**src/rtl/ioad_pkg.sv**
```systemverilog
/*
  Constants and types for the I/O space access decoder.
  Assumes a core that sends one access request at a time.
*/
package ioad_pkg;

  // Direct, indirect and displaced forms all arrive as load or store
  typedef enum logic [2:0] {
    port_in_op,
    port_out_op,
    io_bit_set_op,
    io_bit_clear_op,
    skip_if_io_bit_set,
    skip_if_io_bit_clear,
    data_load_op,
    data_write_op
  } ioad_op_type;

  typedef enum logic [1:0] {
    SEQ_IDLE,
    SEQ_READ,
    SEQ_FIN
  } ioad_state_type;

  localparam logic [15:0] BIT_IO_LAST = 16'h001F;
  localparam logic [15:0] PORT_IO_LAST = 16'h003F;
  localparam logic [15:0] DATA_IO_FIRST = 16'h0020;
  localparam logic [15:0] DATA_IO_LAST = 16'h00FF;
  localparam logic [7:0] IO_DATA_OFFSET = 8'h20;
  localparam logic [7:0] EXT_FIRST = 8'h60;
  localparam logic [7:0] RSVD_FIRST = 8'hE0;
  // Data-space address of the block's own status flag register
  localparam logic [7:0] FLAG_DATA_ADDR = 8'h36;
  localparam logic [7:0] FLAG_RESET = 8'h00;

endpackage

```
**src/rtl/ioad_flag_if.sv**
```systemverilog
/*
  Link between the access decoder and its status flag bank.
  Assumes both ends run on the same clock.
*/
`timescale 1ns/100ps
interface ioad_flag_if;
  logic we;
  logic [7:0] wdata;
  logic [7:0] value;

  modport ctl (
    output we,
    output wdata,
    input value
  );

  modport bank (
    input we,
    input wdata,
    output value
  );
endinterface

```
**src/rtl/ioad_flag_bank.sv**
```systemverilog
/*
  Eight write-one-to-clear status flags set by hardware events.
  Assumes events come from logic on the same clock.
*/
`timescale 1ns/100ps
module ioad_flag_bank
  import ioad_pkg::*;
(
  // Clock and reset
  input wire logic i_mclk,
  input wire logic i_nrst,
  // Hardware events, one per flag
  input wire logic [7:0] i_evt,
  // Decoder side
  ioad_flag_if.bank fb
);

  logic [7:0] flag_r;
  logic [7:0] flag_nxt;

  always_comb
  begin
    flag_nxt = flag_r;
    if (fb.we)
    begin
      flag_nxt = flag_r & ~fb.wdata;
    end
    flag_nxt = flag_nxt | i_evt;
  end

  always_ff @(posedge i_mclk or negedge i_nrst)
  begin
    if (!i_nrst)
    begin
      flag_r <= FLAG_RESET;
    end
    else
    begin
      flag_r <= flag_nxt;
    end
  end

  assign fb.value = flag_r;

endmodule

```
**src/rtl/ioad_decoder.sv**
```systemverilog
/*
  Access decoder for the peripheral I/O register space.
  Assumes the register space answers a read in the cycle its read
  strobe is high, and that the core waits for o_ready.
*/
`timescale 1ns/100ps
module ioad_decoder
  import ioad_pkg::*;
(
  // Clock and reset
  input wire logic i_mclk,
  input wire logic i_nrst,
  // Request from the core
  input wire logic i_req,
  input wire ioad_pkg::ioad_op_type i_op,
  input wire logic [15:0] i_addr,
  input wire logic [2:0] i_bit,
  input wire logic [7:0] i_wdata,
  // Answer to the core
  output logic o_ready,
  output logic o_done,
  output logic o_reject,
  output logic o_skip,
  output logic [7:0] o_rdata,
  // Peripheral register space
  output logic o_io_re,
  output logic o_io_we,
  output logic [7:0] o_io_addr,
  output logic [7:0] o_io_wdata,
  input wire logic [7:0] i_io_rdata,
  // Status flag events
  input wire logic [7:0] i_flag_evt
);

  ioad_flag_if fif ();

  ioad_flag_bank i_ioad_flag_bank (
    .i_mclk(i_mclk),
    .i_nrst(i_nrst),
    .i_evt(i_flag_evt),
    .fb(fif.bank)
  );

  ioad_state_type state_r;
  ioad_op_type op_r;
  logic [2:0] bit_r;
  logic flag_we_r;
  logic legal;
  logic io_form;
  logic write_only;
  logic [7:0] maddr;
  logic rsvd;
  logic is_flag;
  logic [7:0] rd_val;
  logic [7:0] bit_mask;

  // Classify the request and map it into data-space addressing
  always_comb
  begin
    io_form = (i_op != data_load_op) && (i_op != data_write_op);
    write_only = (i_op == port_out_op) || (i_op == data_write_op);
    maddr = i_addr[7:0];
    legal = 1'b0;
    if (io_form)
    begin
      maddr = i_addr[7:0] + IO_DATA_OFFSET;
    end
    case (i_op)
      port_in_op, port_out_op:
        legal = (i_addr <= PORT_IO_LAST);
      io_bit_set_op, io_bit_clear_op:
        legal = (i_addr <= BIT_IO_LAST);
      skip_if_io_bit_set, skip_if_io_bit_clear:
        legal = (i_addr <= BIT_IO_LAST);
      data_load_op, data_write_op:
        legal = (i_addr >= DATA_IO_FIRST) && (i_addr <= DATA_IO_LAST);
      default:
        legal = 1'b0;
    endcase
    // Extended range is never reached by the short forms
    if (io_form && (maddr >= EXT_FIRST))
    begin
      legal = 1'b0;
    end
    rsvd = (maddr >= RSVD_FIRST);
    is_flag = (maddr == FLAG_DATA_ADDR);
  end

  // Value seen in the read cycle, from the latched address
  always_comb
  begin
    bit_mask = 8'h01 << bit_r;
    if (o_io_addr >= RSVD_FIRST)
    begin
      rd_val = 8'h00;
    end
    else if (o_io_addr == FLAG_DATA_ADDR)
    begin
      rd_val = fif.value;
    end
    else
    begin
      rd_val = i_io_rdata;
    end
  end

  assign fif.we = flag_we_r;
  assign fif.wdata = o_io_wdata;

  // Sequencer
  always_ff @(posedge i_mclk or negedge i_nrst)
  begin
    if (!i_nrst)
    begin
      state_r <= SEQ_IDLE;
      op_r <= port_in_op;
      bit_r <= 3'h0;
      o_ready <= 1'b0;
      o_done <= 1'b0;
      o_reject <= 1'b0;
      o_io_re <= 1'b0;
      o_io_we <= 1'b0;
      o_io_addr <= 8'h00;
      o_io_wdata <= 8'h00;
      flag_we_r <= 1'b0;
    end
    else
    begin
      case (state_r)
        SEQ_IDLE:
        begin
          o_ready <= 1'b1;
          if (i_req && o_ready)
          begin
            o_ready <= 1'b0;
            op_r <= i_op;
            bit_r <= i_bit;
            o_io_addr <= maddr;
            if (!legal)
            begin
              o_done <= 1'b1;
              o_reject <= 1'b1;
              state_r <= SEQ_FIN;
            end
            else if (write_only)
            begin
              o_io_wdata <= i_wdata;
              // Reserved slots hold nothing, so the write is dropped
              o_io_we <= !rsvd && !is_flag;
              flag_we_r <= is_flag;
              o_done <= 1'b1;
              state_r <= SEQ_FIN;
            end
            else
            begin
              o_io_re <= !rsvd && !is_flag;
              state_r <= SEQ_READ;
            end
          end
        end
        SEQ_READ:
        begin
          o_io_re <= 1'b0;
          o_done <= 1'b1;
          state_r <= SEQ_FIN;
          case (op_r)
            io_bit_set_op, io_bit_clear_op:
            begin
              // Whole register written back: set flags read as one clear, except the bit that io_bit_clear_op names
              if (op_r == io_bit_set_op)
              begin
                o_io_wdata <= rd_val | bit_mask;
              end
              else
              begin
                o_io_wdata <= rd_val & ~bit_mask;
              end
              o_io_we <= (o_io_addr != FLAG_DATA_ADDR);
              flag_we_r <= (o_io_addr == FLAG_DATA_ADDR);
            end
            default:
            begin
              o_io_we <= 1'b0;
              flag_we_r <= 1'b0;
            end
          endcase
        end
        SEQ_FIN:
        begin
          o_done <= 1'b0;
          o_reject <= 1'b0;
          o_io_we <= 1'b0;
          flag_we_r <= 1'b0;
          o_ready <= 1'b1;
          state_r <= SEQ_IDLE;
        end
        default:
        begin
          state_r <= SEQ_IDLE;
        end
      endcase
    end
  end

  // Skip result and read data, taken in the read cycle
  always_ff @(posedge i_mclk or negedge i_nrst)
  begin
    if (!i_nrst)
    begin
      o_skip <= 1'b0;
      o_rdata <= 8'h00;
    end
    else if (state_r == SEQ_READ)
    begin
      case (op_r)
        skip_if_io_bit_set:
          o_skip <= rd_val[bit_r];
        skip_if_io_bit_clear:
          o_skip <= !rd_val[bit_r];
        port_in_op, data_load_op:
          o_rdata <= rd_val;
        default:
          o_skip <= 1'b0;
      endcase
    end
    else
    begin
      // The skip answer stands only beside o_done
      o_skip <= 1'b0;
    end
  end

endmodule

```
**config.mk**
```make
export PLATFORM = sky130hd
export DESIGN_NAME = ioad_decoder
export DESIGN_NICKNAME = d
export VERILOG_FILES = /design/src/rtl/ioad_pkg.sv /design/src/rtl/ioad_flag_if.sv /design/src/rtl/ioad_flag_bank.sv /design/src/rtl/ioad_decoder.sv
export SDC_FILE = /design/constraint.sdc
export NUM_CORES = 1
export LEC_CHECK = 0
export ABC_AREA = 0
export ABC_CLOCK_PERIOD_IN_PS = 2900
export BUFFER_PORTS_ARGS = -buffer_cell sky130_fd_sc_hd__buf_2
export CORE_MARGIN = 2
export CORE_UTILIZATION = 50
export DETAILED_ROUTE_END_ITERATION = 7
export PLACE_DENSITY = 0.82
export RECOVER_POWER = 100
export SYNTH_ARGS = -nofsm -noshare
export SYNTH_HDL_FRONTEND = slang
export SYNTH_HIERARCHICAL = 1
export SYNTH_SLANG_ARGS = --single-unit
export TNS_END_PERCENT = 10
```
**constraint.sdc**
```tcl
create_clock -name i_mclk -period 2.9 [get_ports i_mclk]
set_input_delay 0.435 -clock i_mclk [delete_from_list [all_inputs] [get_ports i_mclk]]
set_output_delay 0.435 -clock i_mclk [all_outputs]
set_load 0.05 [all_outputs]
```
; Yosys cells after proc, flatten, opt, wreduce, memory -nomap -nowiden
; Index checks and enable logic that the tools add are counted.
; Widths: inputs -> output; s select.
[word_totals]
reg_bits = 47
latch_bits = 0
ram_bits = 0
mem_bits_ro = 0
input_bits = 49
output_inout_bits = 30
word_cells = 127
n_memories = 0
[op_classes]
addsub = 1
multipliers = 0
div_mod_pow = 0
order_cmp = 8
eq_ne = 27
n_shift = 1
n_mux = 43
bitwise = 6
n_reduce_logical = 27
[op_table]
columns = cell, count
row1 = $mux 8, 9
row2 = $eq 3x3->1 const B, 7
row3 = $mux 1, 20
row4 = $and 8x8->8, 2
row5 = $eq 8x6->1 const B, 2
row6 = $ge 16x6->1 const B, 1
row7 = $ge 8x8->1 const B, 2
row8 = $le 16x5->1 const B, 1
row9 = $le 16x6->1 const B, 1
row10 = $le 16x8->1 const B, 1
row11 = $not 8->8, 2
row12 = $or 8x8->8, 2
row13 = $pmux 8 s2, 1
row14 = $pmux 1 s3, 5
row15 = $eq 3x2->1 const B, 4
row16 = $ne 2x2->1 const B, 6
row17 = $ne 3x3->1 const B, 3
row18 = $add 8x6->8 const B, 1
row19 = $ge 8x7->1 const B, 1
row20 = $ne 8x6->1 const B, 1
row21 = $reduce_and 4->1, 2
row22 = $reduce_or 2->1, 4
row23 = $shl 1x3->8 const A, 1
row24 = $logic_not 3->1, 2
row25 = 19 further kinds, 32

; Longest topological paths before layout
; Gate-level depths: netlist of run 1.
[logic_depth]
ltp_word = 10
depth_mapped = 8
ltp_nobuf = 8

; Cells and area by module
; Netlist of run 1, hierarchy kept.
[by_module_without_submodules]
columns = module, instances, cells_per_inst, area_per_inst_um2, seq_area_each_um2
row1 = ioad_decoder, 1, 246, 2414.8, 975.9
row2 = ioad_flag_bank, 1, 25, 297.8, 200.2

; Least setup slack after synthesis of run 1
; OpenSTA, ideal clock, no wires.
[synth_path]
path_kind = input to register
startpoint = input i_addr[5]
endpoint = register o_io_wdata[0]
setup_time_ps = 125
arrival_time_ps = 2195
required_time_ps = 2775
setup_slack_ps = 580
path_stages = 8
n_path_buf = 1
cell_sequence = ha_1 mux2_4 o31ai_4 nand3_2 o31ai_2 and2_4 buf_12 mux2_4
[synth_via]
elab_chain_cells = 7
elab_cells_between_ends = 13
classes_between = 1 x add/sub / 5 x order compare / 1 x eq/ne / 3 x mux / 3 x reduce/logical
[synth_rtl]
columns = element, line
row1 = "start, declared", ioad_decoder.sv:16  ; input wire logic [15:0] i_addr,
row2 = $add 8x6->8, ioad_decoder.sv:66  ; maddr = i_addr[7:0] + IO_DATA_OFFSET;
row3 = $mux 8, ioad_decoder.sv:64  ; if (io_form)
row4 = $ge 8x7->1, ioad_decoder.sv:81  ; if (io_form && (maddr >= EXT_FIRST))
row5 = $logic_and 1x1->1, ioad_decoder.sv:81
row6 = $mux 1 *, ioad_decoder.sv:81
row7 = $ne 2x2->1 (no line) *, n/a
row8 = $reduce_and 5->1 (no line) *, n/a
row9 = "end signal, assigned", ioad_decoder.sv:147  ; o_io_wdata <= i_wdata;
row10 = "end signal, assigned", ioad_decoder.sv:172  ; o_io_wdata <= rd_val | bit_mask;
row11 = "end signal, assigned", ioad_decoder.sv:176  ; o_io_wdata <= rd_val & ~bit_mask;
row12 = "end, declared", ioad_decoder.sv:29  ; output logic [7:0] o_io_wdata,
; Mark *: on every way between the ends. The rest lies on a longest branch, timed or not.
; A chain may end at the register's enable or synchronous reset.

; Worst setup path in the final report of run 1
[layout_path]
startpoint = input i_addr[5]
endpoint = register o_io_wdata[6]
; The elaborated chain is that of the path after synthesis.

==> results.py, run 1 <==
metrics = {
    "run_status": {
        "status": "complete, but fails checks",
        "violations": "max-capacitance violations, max-slew violations",
    },
    "cells_and_area": {
        "fill_cells": 483,
        "diodes": 0,
        "seqCellArea_mm2": 0.00118,
        "multi_input_area_mm2": 0.00139,
        "final_design_area_no_fill_mm2": 0.00313,
        "area_growth_pct": 15.5,
        "drive_gt1_share_pct": 23.1,
        "fin_nets": 399,
    },
    "routing": {
        "ant_nets": 0,
        "drt_wl_total_mm": 6.19,
        "remaining_drc_errors": 0,
        "viasPerCell": 5.47,
        "drt_iter0_drc": 202,
        "avgRoutedWirePerCell_um": 14.9,
        "vias": 2274,
        "drt_pass1_iterations": 4,
    },
    "worst_setup_path": {
        "critPathMaxFanout": 9,
        "r2r_slack_ns": 0.47,
        "cp_data_arrival_time_ns": 2.67,
        "worstReg2RegEnd": "o_skip$_DFFE_PN0N_",
        "end_kind": "flip-flop",
        "cp-start-kind": "input port",
        "r2r-start": "o_io_addr[6]$_DFFE_PN0P_",
        "rr_worst_depth": 7,
        "crit_type": "input port to flip-flop",
        "required_ns": 3.08,
    },
    "global_routing": {
        "grt_use_total_pct": 21.7,
        "grt_first_pass_wirelength_mm": 10.3,
        "grt_pass1_vias": 2237,
        "antenna_found_initial": 0,
        "grt_start_max_net_pins": 48,
        "grt_remaining_overflow": 0,
    },
    "synthesis": {
        "synth_top_family_by_area": "simple AND/OR/NAND/NOR gates",
        "yosys_register_bits": 47,
        "synthesis.nets": 325,
        "synthArstFlopShare_pct": 100,
        "synthSimpleGateAreaFrac_pct": 18.5,
        "synthCells": 271,
        "muxShareOfSynthArea_pct": 15.5,
        "synth_cell_types": 51,
        "synth_common_cells": "47 x dfrtp_1, 29 x nand2_1, 27 x nor2_1, 22 x a21oi_1, 14 x mux2i_1",
        "synthAdderAreaFrac_pct": 2.31,
        "synth_edf_count": 0,
        "synth_top_area_share_pct": 43.4,
        "ys_seq_area_share_pct": 43.4,
        "post_synth.cell_area_avg_um2": 10.0,
        "yosysMostFrequentCell": "dfrtp_1",
        "synthTopCellsByArea": "dfrtp_1 43%, mux2_2 5.4%, mux2i_1 5.2%",
        "synth_flop_cell": "dfrtp_1",
        "yosys_warnings": 6,
        "syn-cell-area_mm2": 0.00271,
        "synth_top_area_cell": "dfrtp_1",
        "synth_compound_area_share_pct": 15.2,
        "synthXorXnorAreaFrac_pct": 1.29,
    },
    "run": {
        "maxCapViolCount": 1,
    },
    "power": {
        "ir_drop_mv": 0.735,
        "powerDensity_mw_per_mm2": 957,
        "total_power_mw": 3.00,
        "p_leak_nw": 1.39,
    },
    "floorplan": {
        "start_util_pct": 52.4,
        "row_count": 26,
        "die_x_um": 77.7,
        "die_h_um": 77.7,
        "pin_count": 79,
        "die-area_mm2": 0.00603,
        "placeableCoreArea_mm2": 0.00517,
    },
    "sta": {
        "hold_viol": 0,
        "finalClockSkew_ns": 0.00289,
        "layout_min_cycle_time_ns": 2.49,
        "finalSetupViolCount": 0,
        "final-max-slew-violation-count": 16,
        "rsz0062_at_grt": "no",
        "tns_ns": 0,
        "relSlewSlack_pct": -10.0,
        "min_period_over_period_pct": 85.8,
        "tightestPinTransition_ns": 1.63,
        "fmax_mhz": 402,
    },
    "min_path": {
        "hp-class": "input port to flip-flop",
        "whs_path_depth": 2,
        "holdPathEnd": "i_ioad_flag_bank/fb.value[6]$_DFF_PN0_",
        "min_from": "i_flag_evt[6]",
    },
    "clock_network": {
        "insertion_delay_ns": 0.29,
        "clock-root-buffer": "clkbuf_8",
        "clock_sinks": 47,
        "path_clk_slew_ns": 0.08,
        "clk_path_buf_depth": 2,
        "post_cts_buffers": 0,
        "h-tree-depth": 2,
        "cts_hold_buffers": 0,
        "cts_tree": "done",
        "postCtsResizedCells": 0,
        "cts_made_buffers": 5,
    },
    "placed_design": {
        "post-dp-hpwl_mm": 4.64,
        "port_buffers": 78,
        "gp_congestion": 0.841,
        "place_area_mm2": 0.00313,
    },
}
-- cell families (layout without fill, tap and decap cells) --
| group | after synthesis | count (layout) |
|---|---|---|
| buffers and inverters | 20 | 95 |
| AND/OR/NAND/NOR | 97 | 97 |
| multiplexers | 36 | 36 |
| AO/OA/AOI/OAI | 62 | 62 |
| XOR/XNOR | 4 | 4 |
| flip-flops | 47 | 47 |
| adder cells (fa/ha/maj) | 5 | 5 |
-- how the worst max path moves through the flow --
| stage | start | end | slack [ns] | cells past startpoint |
|---|---|---|---|---|
| after floorplan | i_addr[5] | o_io_wdata[0]$_DFFE_PN0P_ | 0.58 | 8 |
| after global placement | i_addr[5] | o_io_wdata[6]$_DFFE_PN0P_ | 0.36 | 8 |
| after detailed placement | i_addr[5] | o_io_wdata[6]$_DFFE_PN0P_ | 0.30 | 8 |
| after CTS | i_addr[5] | o_io_wdata[6]$_DFFE_PN0P_ | 0.62 | 8 |
| after global routing | o_io_addr[6]$_DFFE_PN0P_ | o_skip$_DFFE_PN0N_ | 0.22 | 7 |
| final | i_addr[5] | o_io_wdata[6]$_DFFE_PN0P_ | 0.41 | 8 |
-- cells in the final DEF (no fill, tap or decap), types with 2 or more instances in the layout --
master	n
nand2b_1	6
a21o_1	8
clkbuf_1	34
ha_1	5
or2_2	2
nor3_1	5
nor3b_1	2
mux2_2	13
dfrtp_1	47
buf_4	2
o221ai_1	2
a21oi_1	22
buf_2	47
inv_1	6
nand3_1	9
nor2_1	27
nand2_1	30
or4_4	2
nand4_1	2
mux2_1	8
a31oi_1	2
clkbuf_8	5
nor2b_1	3
xnor2_1	3
mux2i_1	14
o21ai_0	9
o31ai_1	7
and4bb_2	2
-- state kept, by name (all words and copies together), names as in the netlist --
register and flops:
o_io_wdata 8, o_done 1, o_io_addr 8, bit_r 3, o_io_re 1, o_reject 1, fif.we 1, o_rdata 8
i_ioad_flag_bank/fb.value 8, op_r 3, o_ready 1, o_skip 1, o_io_we 1, state_r 2
-- area by class of cell --
type,count,area share (%)
clock buffer,7,2.44
clock inverter,1,0.160
inverter,6,0.719
multi-input combinational,204,44.5
sequential,47,37.6
tap,70,2.80
timing repair buffer,81,11.8
-- through the flow --
step	hold WS, ns	std cells	setup WS, ns	util [%]
after global placement	0.454	408	0.358	60.5
after floorplan	0.139	271	0.580	-
final	0.313	416	0.411	60.5
after CTS	0.306	416	0.621	62.1
after global routing	0.308	416	0.220	60.5
after detailed placement	0.463	408	0.300	60.5
-- critical path: stages --
cell      delay [ns]
clkbuf_1        0.29
ha_1            0.35
mux2_1          0.35
o31ai_4         0.19
nand3_1         0.16
o31ai_2         0.29
and2_4          0.26
mux2_1          0.34
-- routing by layer --
| layer | vias to the layer above | global-route usage [%] | wire length [um] |
|---|---|---|---|
| met1 | 1083 | 28.8 | 2710 |
| met2 | 75 | 33.9 | 2970 |
| met4 | 0 | 9.82 | 119 |
| li1 | 1105 | - | - |
| met3 | 11 | 4.65 | 384 |
| met5 | - | 0 | 0 |
-- where the power goes --
part | switching, mW | internal, mW | leakage [nW]
logic | 0.989 | 0.484 | 0.840
registers | 0.254 | 0.891 | 0.512
clock network | 0.210 | 0.170 | 0.0422
Note: power is estimated with default switching activity, not from simulation.
==> run 2: changes to the inputs <==
--- a/config.mk
+++ b/config.mk
@@ -6,12 +6,13 @@
 export NUM_CORES = 1
 export LEC_CHECK = 0
 export ABC_AREA = 0
-export ABC_CLOCK_PERIOD_IN_PS = 2900
+export ABC_CLOCK_PERIOD_IN_PS = 2800
 export BUFFER_PORTS_ARGS = -buffer_cell sky130_fd_sc_hd__buf_2
 export CORE_MARGIN = 2
-export CORE_UTILIZATION = 50
+export CORE_UTILIZATION = 52
 export DETAILED_ROUTE_END_ITERATION = 7
-export PLACE_DENSITY = 0.82
+export HOLD_SLACK_MARGIN = 0.05
+export PLACE_DENSITY = 0.85
 export RECOVER_POWER = 100
 export SYNTH_ARGS = -nofsm -noshare
 export SYNTH_HDL_FRONTEND = slang
==> constraint.sdc (replaced) <==
create_clock -name i_mclk -period 2.8 [get_ports i_mclk]
set_input_delay 0.42 -clock i_mclk [delete_from_list [all_inputs] [get_ports i_mclk]]
set_output_delay 0.42 -clock i_mclk [all_outputs]
set_load 0.05 [all_outputs]
==> run 2 against run 1 <==
  * The run still ends with max-capacitance violations, max-slew violations left
  * Register-to-register slack improved by 0.09 ns
  * Clock-buffer cell count fell by 1
  * Cell count fell by 0.24%
  * Power rose by 5.6%
  * Design area rose by 0.36%
  * Largest cell class unchanged
  * Largest power group unchanged
==> results.py, run 2 (synthesis results as in run 1) <==
metrics = {
    "worst_setup_path": {
        "r2r-start": "o_io_addr[7]$_DFFE_PN0P_",
        "crit_type": "input port to flip-flop",
        "cp-endpoint": "o_io_wdata[6]$_DFFE_PN0P_",
        "required_ns": 2.99,
        "worstReg2RegEnd": "o_skip$_DFFE_PN0N_",
        "critPathMaxFanout": 9,
        "r2r_slack_ns": 0.56,
        "cp_data_arrival_time_ns": 2.64,
        "end_kind": "flip-flop",
        "crit_start": "i_addr[5]",
        "rr_worst_depth": 7,
        "cp-start-kind": "input port",
    },
    "floorplan": {
        "die_x_um": 76.2,
        "placeableCoreArea_mm2": 0.00507,
        "start_util_pct": 53.5,
        "die_h_um": 76.2,
        "row_count": 26,
        "pin_count": 79,
        "die-area_mm2": 0.00581,
    },
    "routing": {
        "viasPerCell": 5.52,
        "drt_pass1_iterations": 4,
        "avgRoutedWirePerCell_um": 14.8,
        "ant_nets": 0,
        "drt_wl_total_mm": 6.16,
        "remaining_drc_errors": 0,
        "drt_iter0_drc": 133,
        "vias": 2290,
    },
    "clock_network": {
        "clock-root-buffer": "clkbuf_8",
        "cts_made_buffers": 5,
        "cts_hold_buffers": 0,
        "h-tree-depth": 2,
        "insertion_delay_ns": 0.30,
        "post_cts_buffers": 0,
        "clk_path_buf_depth": 2,
        "path_clk_slew_ns": 0.08,
        "cts_tree": "done",
        "postCtsResizedCells": 0,
        "clock_sinks": 47,
    },
    "sta": {
        "relSlewSlack_pct": -5.75,
        "rsz0062_at_grt": "no",
        "final-max-slew-violation-count": 16,
        "finalSetupViolCount": 0,
        "tightestPinTransition_ns": 1.57,
        "tns_ns": 0,
        "min_period_over_period_pct": 87.8,
        "fmax_mhz": 407,
        "whs_ns": 0.294,
        "hold_viol": 0,
        "setup_ws_ns": 0.343,
        "layout_min_cycle_time_ns": 2.46,
        "finalClockSkew_ns": 0.00232,
    },
    "placed_design": {
        "post-dp-hpwl_mm": 4.72,
        "dp_cells": 408,
        "gp_congestion": 0.852,
        "place_ws_ns": 0.187,
        "port_buffers": 78,
    },
    "min_path": {
        "hp-class": "input port to flip-flop",
        "whs_path_depth": 2,
    },
    "cells_and_area": {
        "diodes": 0,
        "instances_no_fill": 415,
        "final_cell_mix": "47 x dfrtp_1, 47 x buf_2, 31 x clkbuf_1, 29 x nand2_1, 27 x nor2_1",
        "fin_nets": 399,
        "area_growth_pct": 15.9,
        "drive_gt1_share_pct": 24.9,
    },
    "power": {
        "powerDensity_mw_per_mm2": 1010,
        "ir_drop_mv": 0.700,
        "total_power_mw": 3.17,
        "p_leak_nw": 1.41,
    },
    "global_routing": {
        "antenna_found_initial": 0,
        "grt_start_max_net_pins": 48,
        "grt_use_total_pct": 22.2,
        "grt_remaining_overflow": 0,
        "grt_pass1_vias": 2208,
        "grt_first_pass_wirelength_mm": 10.4,
    },
    "run": {
        "maxCapViolCount": 1,
    },
    "run_status": {
        "status": "complete, but fails checks",
        "violations": "max-capacitance violations, max-slew violations",
    },
}
-- run 2: layout make-up --
type,instances,area (um2)
fillers,475,1930
multi-input cells,204,1400
flip-flops and latches,47,1180
repair buffers,81,372
well taps,70,87.6
clock buffers,6,82.6
inverters,6,22.5
clock inverters,1,5.00
-- run 2: metrics by stage --
| step | cell area [um2] | utilization (%) |
|---|---|---|
| after floorplan | 2710 | - |
| after global placement | 3130 | 61.7 |
| after detailed placement | 3130 | 61.7 |
| after CTS | 3220 | 63.4 |
| after global routing | 3140 | 61.9 |
| final | 3140 | 61.9 |
-- run 2: power breakdown --
| group | internal (mW) | switching (mW) |
|---|---|---|
| Clock | 0.194 | 0.220 |
| Combinational | 0.533 | 1.03 |
| Sequential | 0.923 | 0.267 |
-- run 2: worst min-delay path by stage --
| stage | startpoint | to |
|---|---|---|
| floorplan | i_nrst | bit_r[0]$_DFFE_PN0P_ |
| global placement | o_rdata[6]$_DFFE_PN0P_ | o_rdata[6]$_DFFE_PN0P_ |
| detailed placement | o_rdata[1]$_DFFE_PN0P_ | o_rdata[1]$_DFFE_PN0P_ |
| CTS | i_flag_evt[0] | i_ioad_flag_bank/fb.value[0]$_DFF_PN0_ |
| global route | i_flag_evt[5] | i_ioad_flag_bank/fb.value[5]$_DFF_PN0_ |
| finish | i_flag_evt[0] | i_ioad_flag_bank/fb.value[0]$_DFF_PN0_ |
-- run 2: routing by layer --
layer / track usage, % / vias up / routed length, um
met1: 27.4 / 1090 / 2660
li1: - / 1114 / -
met4: 6.91 / 0 / 76
met5: 0 / - / 0
met3: 4.86 / 7 / 322
met2: 38.9 / 79 / 3100
-- run 2: critical path, cell delays in order --
cell     delay (ns)
buf_2          0.15
ha_1           0.36
mux2_1         0.30
o31ai_1        0.28
nand3_1        0.20
o31ai_2        0.31
and2_4         0.28
mux2_1         0.34
==> run 3: changes to the inputs <==
--- a/config.mk
+++ b/config.mk
@@ -8,6 +8,7 @@
 export ABC_AREA = 0
 export ABC_CLOCK_PERIOD_IN_PS = 2800
 export BUFFER_PORTS_ARGS = -buffer_cell sky130_fd_sc_hd__buf_2
+export CORE_ASPECT_RATIO = 1.25
 export CORE_MARGIN = 2
 export CORE_UTILIZATION = 52
 export DETAILED_ROUTE_END_ITERATION = 7
==> run 3 against run 2 <==
  * The run still ends with max-capacitance violations, max-slew violations left
  * Setup slack got worse by 0.021 ns
  * Clock power rose by 23%
  * Die area about the same
  * Utilization up 1.1 points
  * Critical endpoint is now o_io_wdata[7]$_DFFE_PN0P_
  * Largest cell class unchanged
  * Largest power group unchanged
==> results.py, run 3 (synthesis results as in run 1) <==
metrics = {
    "placed_design": {
        "port_buffers": 78,
        "place_area_mm2": 0.00312,
        "place_ws_ns": 0.220,
        "post-dp-hpwl_mm": 4.77,
        "gp_congestion": 0.845,
    },
    "cells_and_area": {
        "final_cell_mix": "47 x dfrtp_1, 46 x buf_2, 32 x clkbuf_1, 30 x nand2_1, 27 x nor2_1",
        "fin_nets": 399,
        "area_growth_pct": 17.2,
        "layout_commonest_cell": "dfrtp_1",
        "post-route-util_pct": 63.0,
        "final_design_area_no_fill_mm2": 0.00318,
        "drive_gt1_share_pct": 25.4,
        "fill_cells": 432,
        "diodes": 0,
    },
    "worst_setup_path": {
        "rr_worst_depth": 7,
        "cp_data_arrival_time_ns": 2.67,
        "end_kind": "flip-flop",
        "slowest_stage": "ha_1",
        "required_ns": 2.99,
        "cp_num_buf_inv": 1,
        "cp-start-kind": "input port",
        "crit_type": "input port to flip-flop",
        "cp_top_family": "multiplexers",
        "path_cells": "clkbuf_1 -> ha_1 -> mux2_1 -> o31ai_4 -> nand3_1 -> o31ai_1 -> and2_4 -> mux2_4",
        "critPathMaxFanout": 9,
        "r2r_slack_ns": 0.34,
        "crit_path_max_incr_delay_ns": 0.34,
        "path_depth": 8,
    },
    "min_path": {
        "hp-class": "input port to flip-flop",
        "whs_path_depth": 2,
    },
    "routing": {
        "viasPerCell": 5.52,
        "drt_iter0_drc": 249,
        "vias": 2252,
        "ant_nets": 0,
        "remaining_drc_errors": 0,
        "drt_wl_total_mm": 6.10,
        "drt_pass1_iterations": 4,
        "avgRoutedWirePerCell_um": 15.0,
    },
    "clock_network": {
        "insertion_delay_ns": 0.30,
        "cts_made_buffers": 5,
        "path_clk_slew_ns": 0.09,
        "postCtsResizedCells": 0,
        "clock-root-buffer": "clkbuf_8",
        "cts_tree": "done",
        "clk_path_buf_depth": 2,
        "clock_sinks": 47,
        "h-tree-depth": 2,
        "cts_hold_buffers": 0,
        "post_cts_buffers": 0,
    },
    "power": {
        "internal_power_mw": 1.77,
        "total_power_mw": 3.29,
        "p_leak_nw": 1.44,
        "seqPwrFrac_pct": 36.2,
        "powerDensity_mw_per_mm2": 1030,
        "ir_drop_mv": 0.511,
        "power.switching_mw": 1.52,
        "combPwrFrac_pct": 48.3,
        "p_clk_share_pct": 15.6,
        "swShare_pct": 46.2,
    },
    "run_status": {
        "violations": "max-capacitance violations, max-slew violations",
        "status": "complete, but fails checks",
    },
    "sta": {
        "tightestPinTransition_ns": 1.56,
        "rsz0062_at_grt": "no",
        "tns_ns": 0,
        "setup_ws_ns": 0.322,
        "hold_viol": 0,
        "finalSetupViolCount": 0,
        "layout_min_cycle_time_ns": 2.48,
        "fmax_mhz": 404,
        "relSlewSlack_pct": -5.03,
        "min_period_over_period_pct": 88.5,
        "finalClockSkew_ns": 0.00705,
        "final-max-slew-violation-count": 16,
    },
    "floorplan": {
        "die-area_mm2": 0.00581,
        "placeableCoreArea_mm2": 0.00504,
        "row_count": 29,
        "die_x_um": 68.6,
        "pin_count": 79,
        "start_util_pct": 53.8,
        "die_h_um": 84.8,
    },
    "global_routing": {
        "grt_first_pass_wirelength_mm": 9.65,
        "grt_use_total_pct": 21.9,
        "antenna_found_initial": 0,
        "grt_pass1_vias": 2164,
        "grt_remaining_overflow": 0,
        "grt_start_max_net_pins": 48,
    },
    "run": {
        "maxCapViolCount": 1,
    },
}
[run 3: cell types whose count changed in the layout (fill, tap and decap cells not counted), sizes merged]
| cell | before | now |
|---|---|---|
| buf | 49 | 48 |
| bufinv | 0 | 1 |
| clkbuf | 38 | 39 |
[run 3: stage by stage]
stage	instances	hold WS, ns
after floorplan	271	0.124
after global placement	400	0.454
after detailed placement	400	0.462
after CTS	408	0.287
after global routing	408	0.291
final	408	0.287
[run 3: worst reg2reg max path, stage by stage (launching register included)]
cell and delay, ns:
dfrtp_1 0.44, and4bb_2 0.28, nand2_1 0.34, mux2i_1 0.45
o221ai_1 0.21, a32oi_1 0.28, xor2_1 0.18, o32ai_1 0.09
[run 3: power groups by stage]
| stage | Clock, mW | Sequential, mW | Combinational (mW) |
|---|---|---|---|
| 2_1_floorplan | 0 | 1.62 | 0.863 |
| 3_3_place_gp | 0 | 1.19 | 1.60 |
| 3_5_place_dp | 0 | 1.20 | 1.64 |
| 4_1_cts | 0.519 | 1.18 | 1.65 |
| 5_1_grt | 0.555 | 1.22 | 1.70 |
| 6_report | 0.511 | 1.19 | 1.59 |
[run 3: metal layers]
metal / part of all wire, % / up-vias / track usage (%) / wire length, um
li1: - / 1110 / - / -
met1: 41 / 1047 / 26.1 / 2480
met2: 52 / 83 / 38.4 / 3140
met3: 6.0 / 12 / 3.75 / 367
met4: 1.9 / 0 / 7.45 / 117
met5: 0 / - / 0 / 0
[run 3: cell type report]
class                           count  area [um2]  area share, %
Multi-Input combinational cell    204        1420           44.5
Sequential cell                    47        1180           37.0
Timing Repair Buffer               81         370           11.6
Clock buffer                        6        82.6           2.60
Tap cell                           62        77.6           2.44
Clock inverter                      2        35.0           1.10
Inverter                            6        22.5          0.708
[run 3: final timing paths]
| kind | startpoint | endpoint |
|---|---|---|
| max reg2reg | o_io_addr[5]$_DFFE_PN0P_ | o_skip$_DFFE_PN0N_ |
| min reg2reg | o_rdata[0]$_DFFE_PN0P_ | o_rdata[0]$_DFFE_PN0P_ |
| min | i_flag_evt[0] | i_ioad_flag_bank/fb.value[0]$_DFF_PN0_ |
| max in group asynchronous | i_nrst | o_reject$_DFFE_PN0P_ |
| max | i_addr[5] | o_io_wdata[7]$_DFFE_PN0P_ |
| min in group asynchronous | i_nrst | o_rdata[0]$_DFFE_PN0P_ |
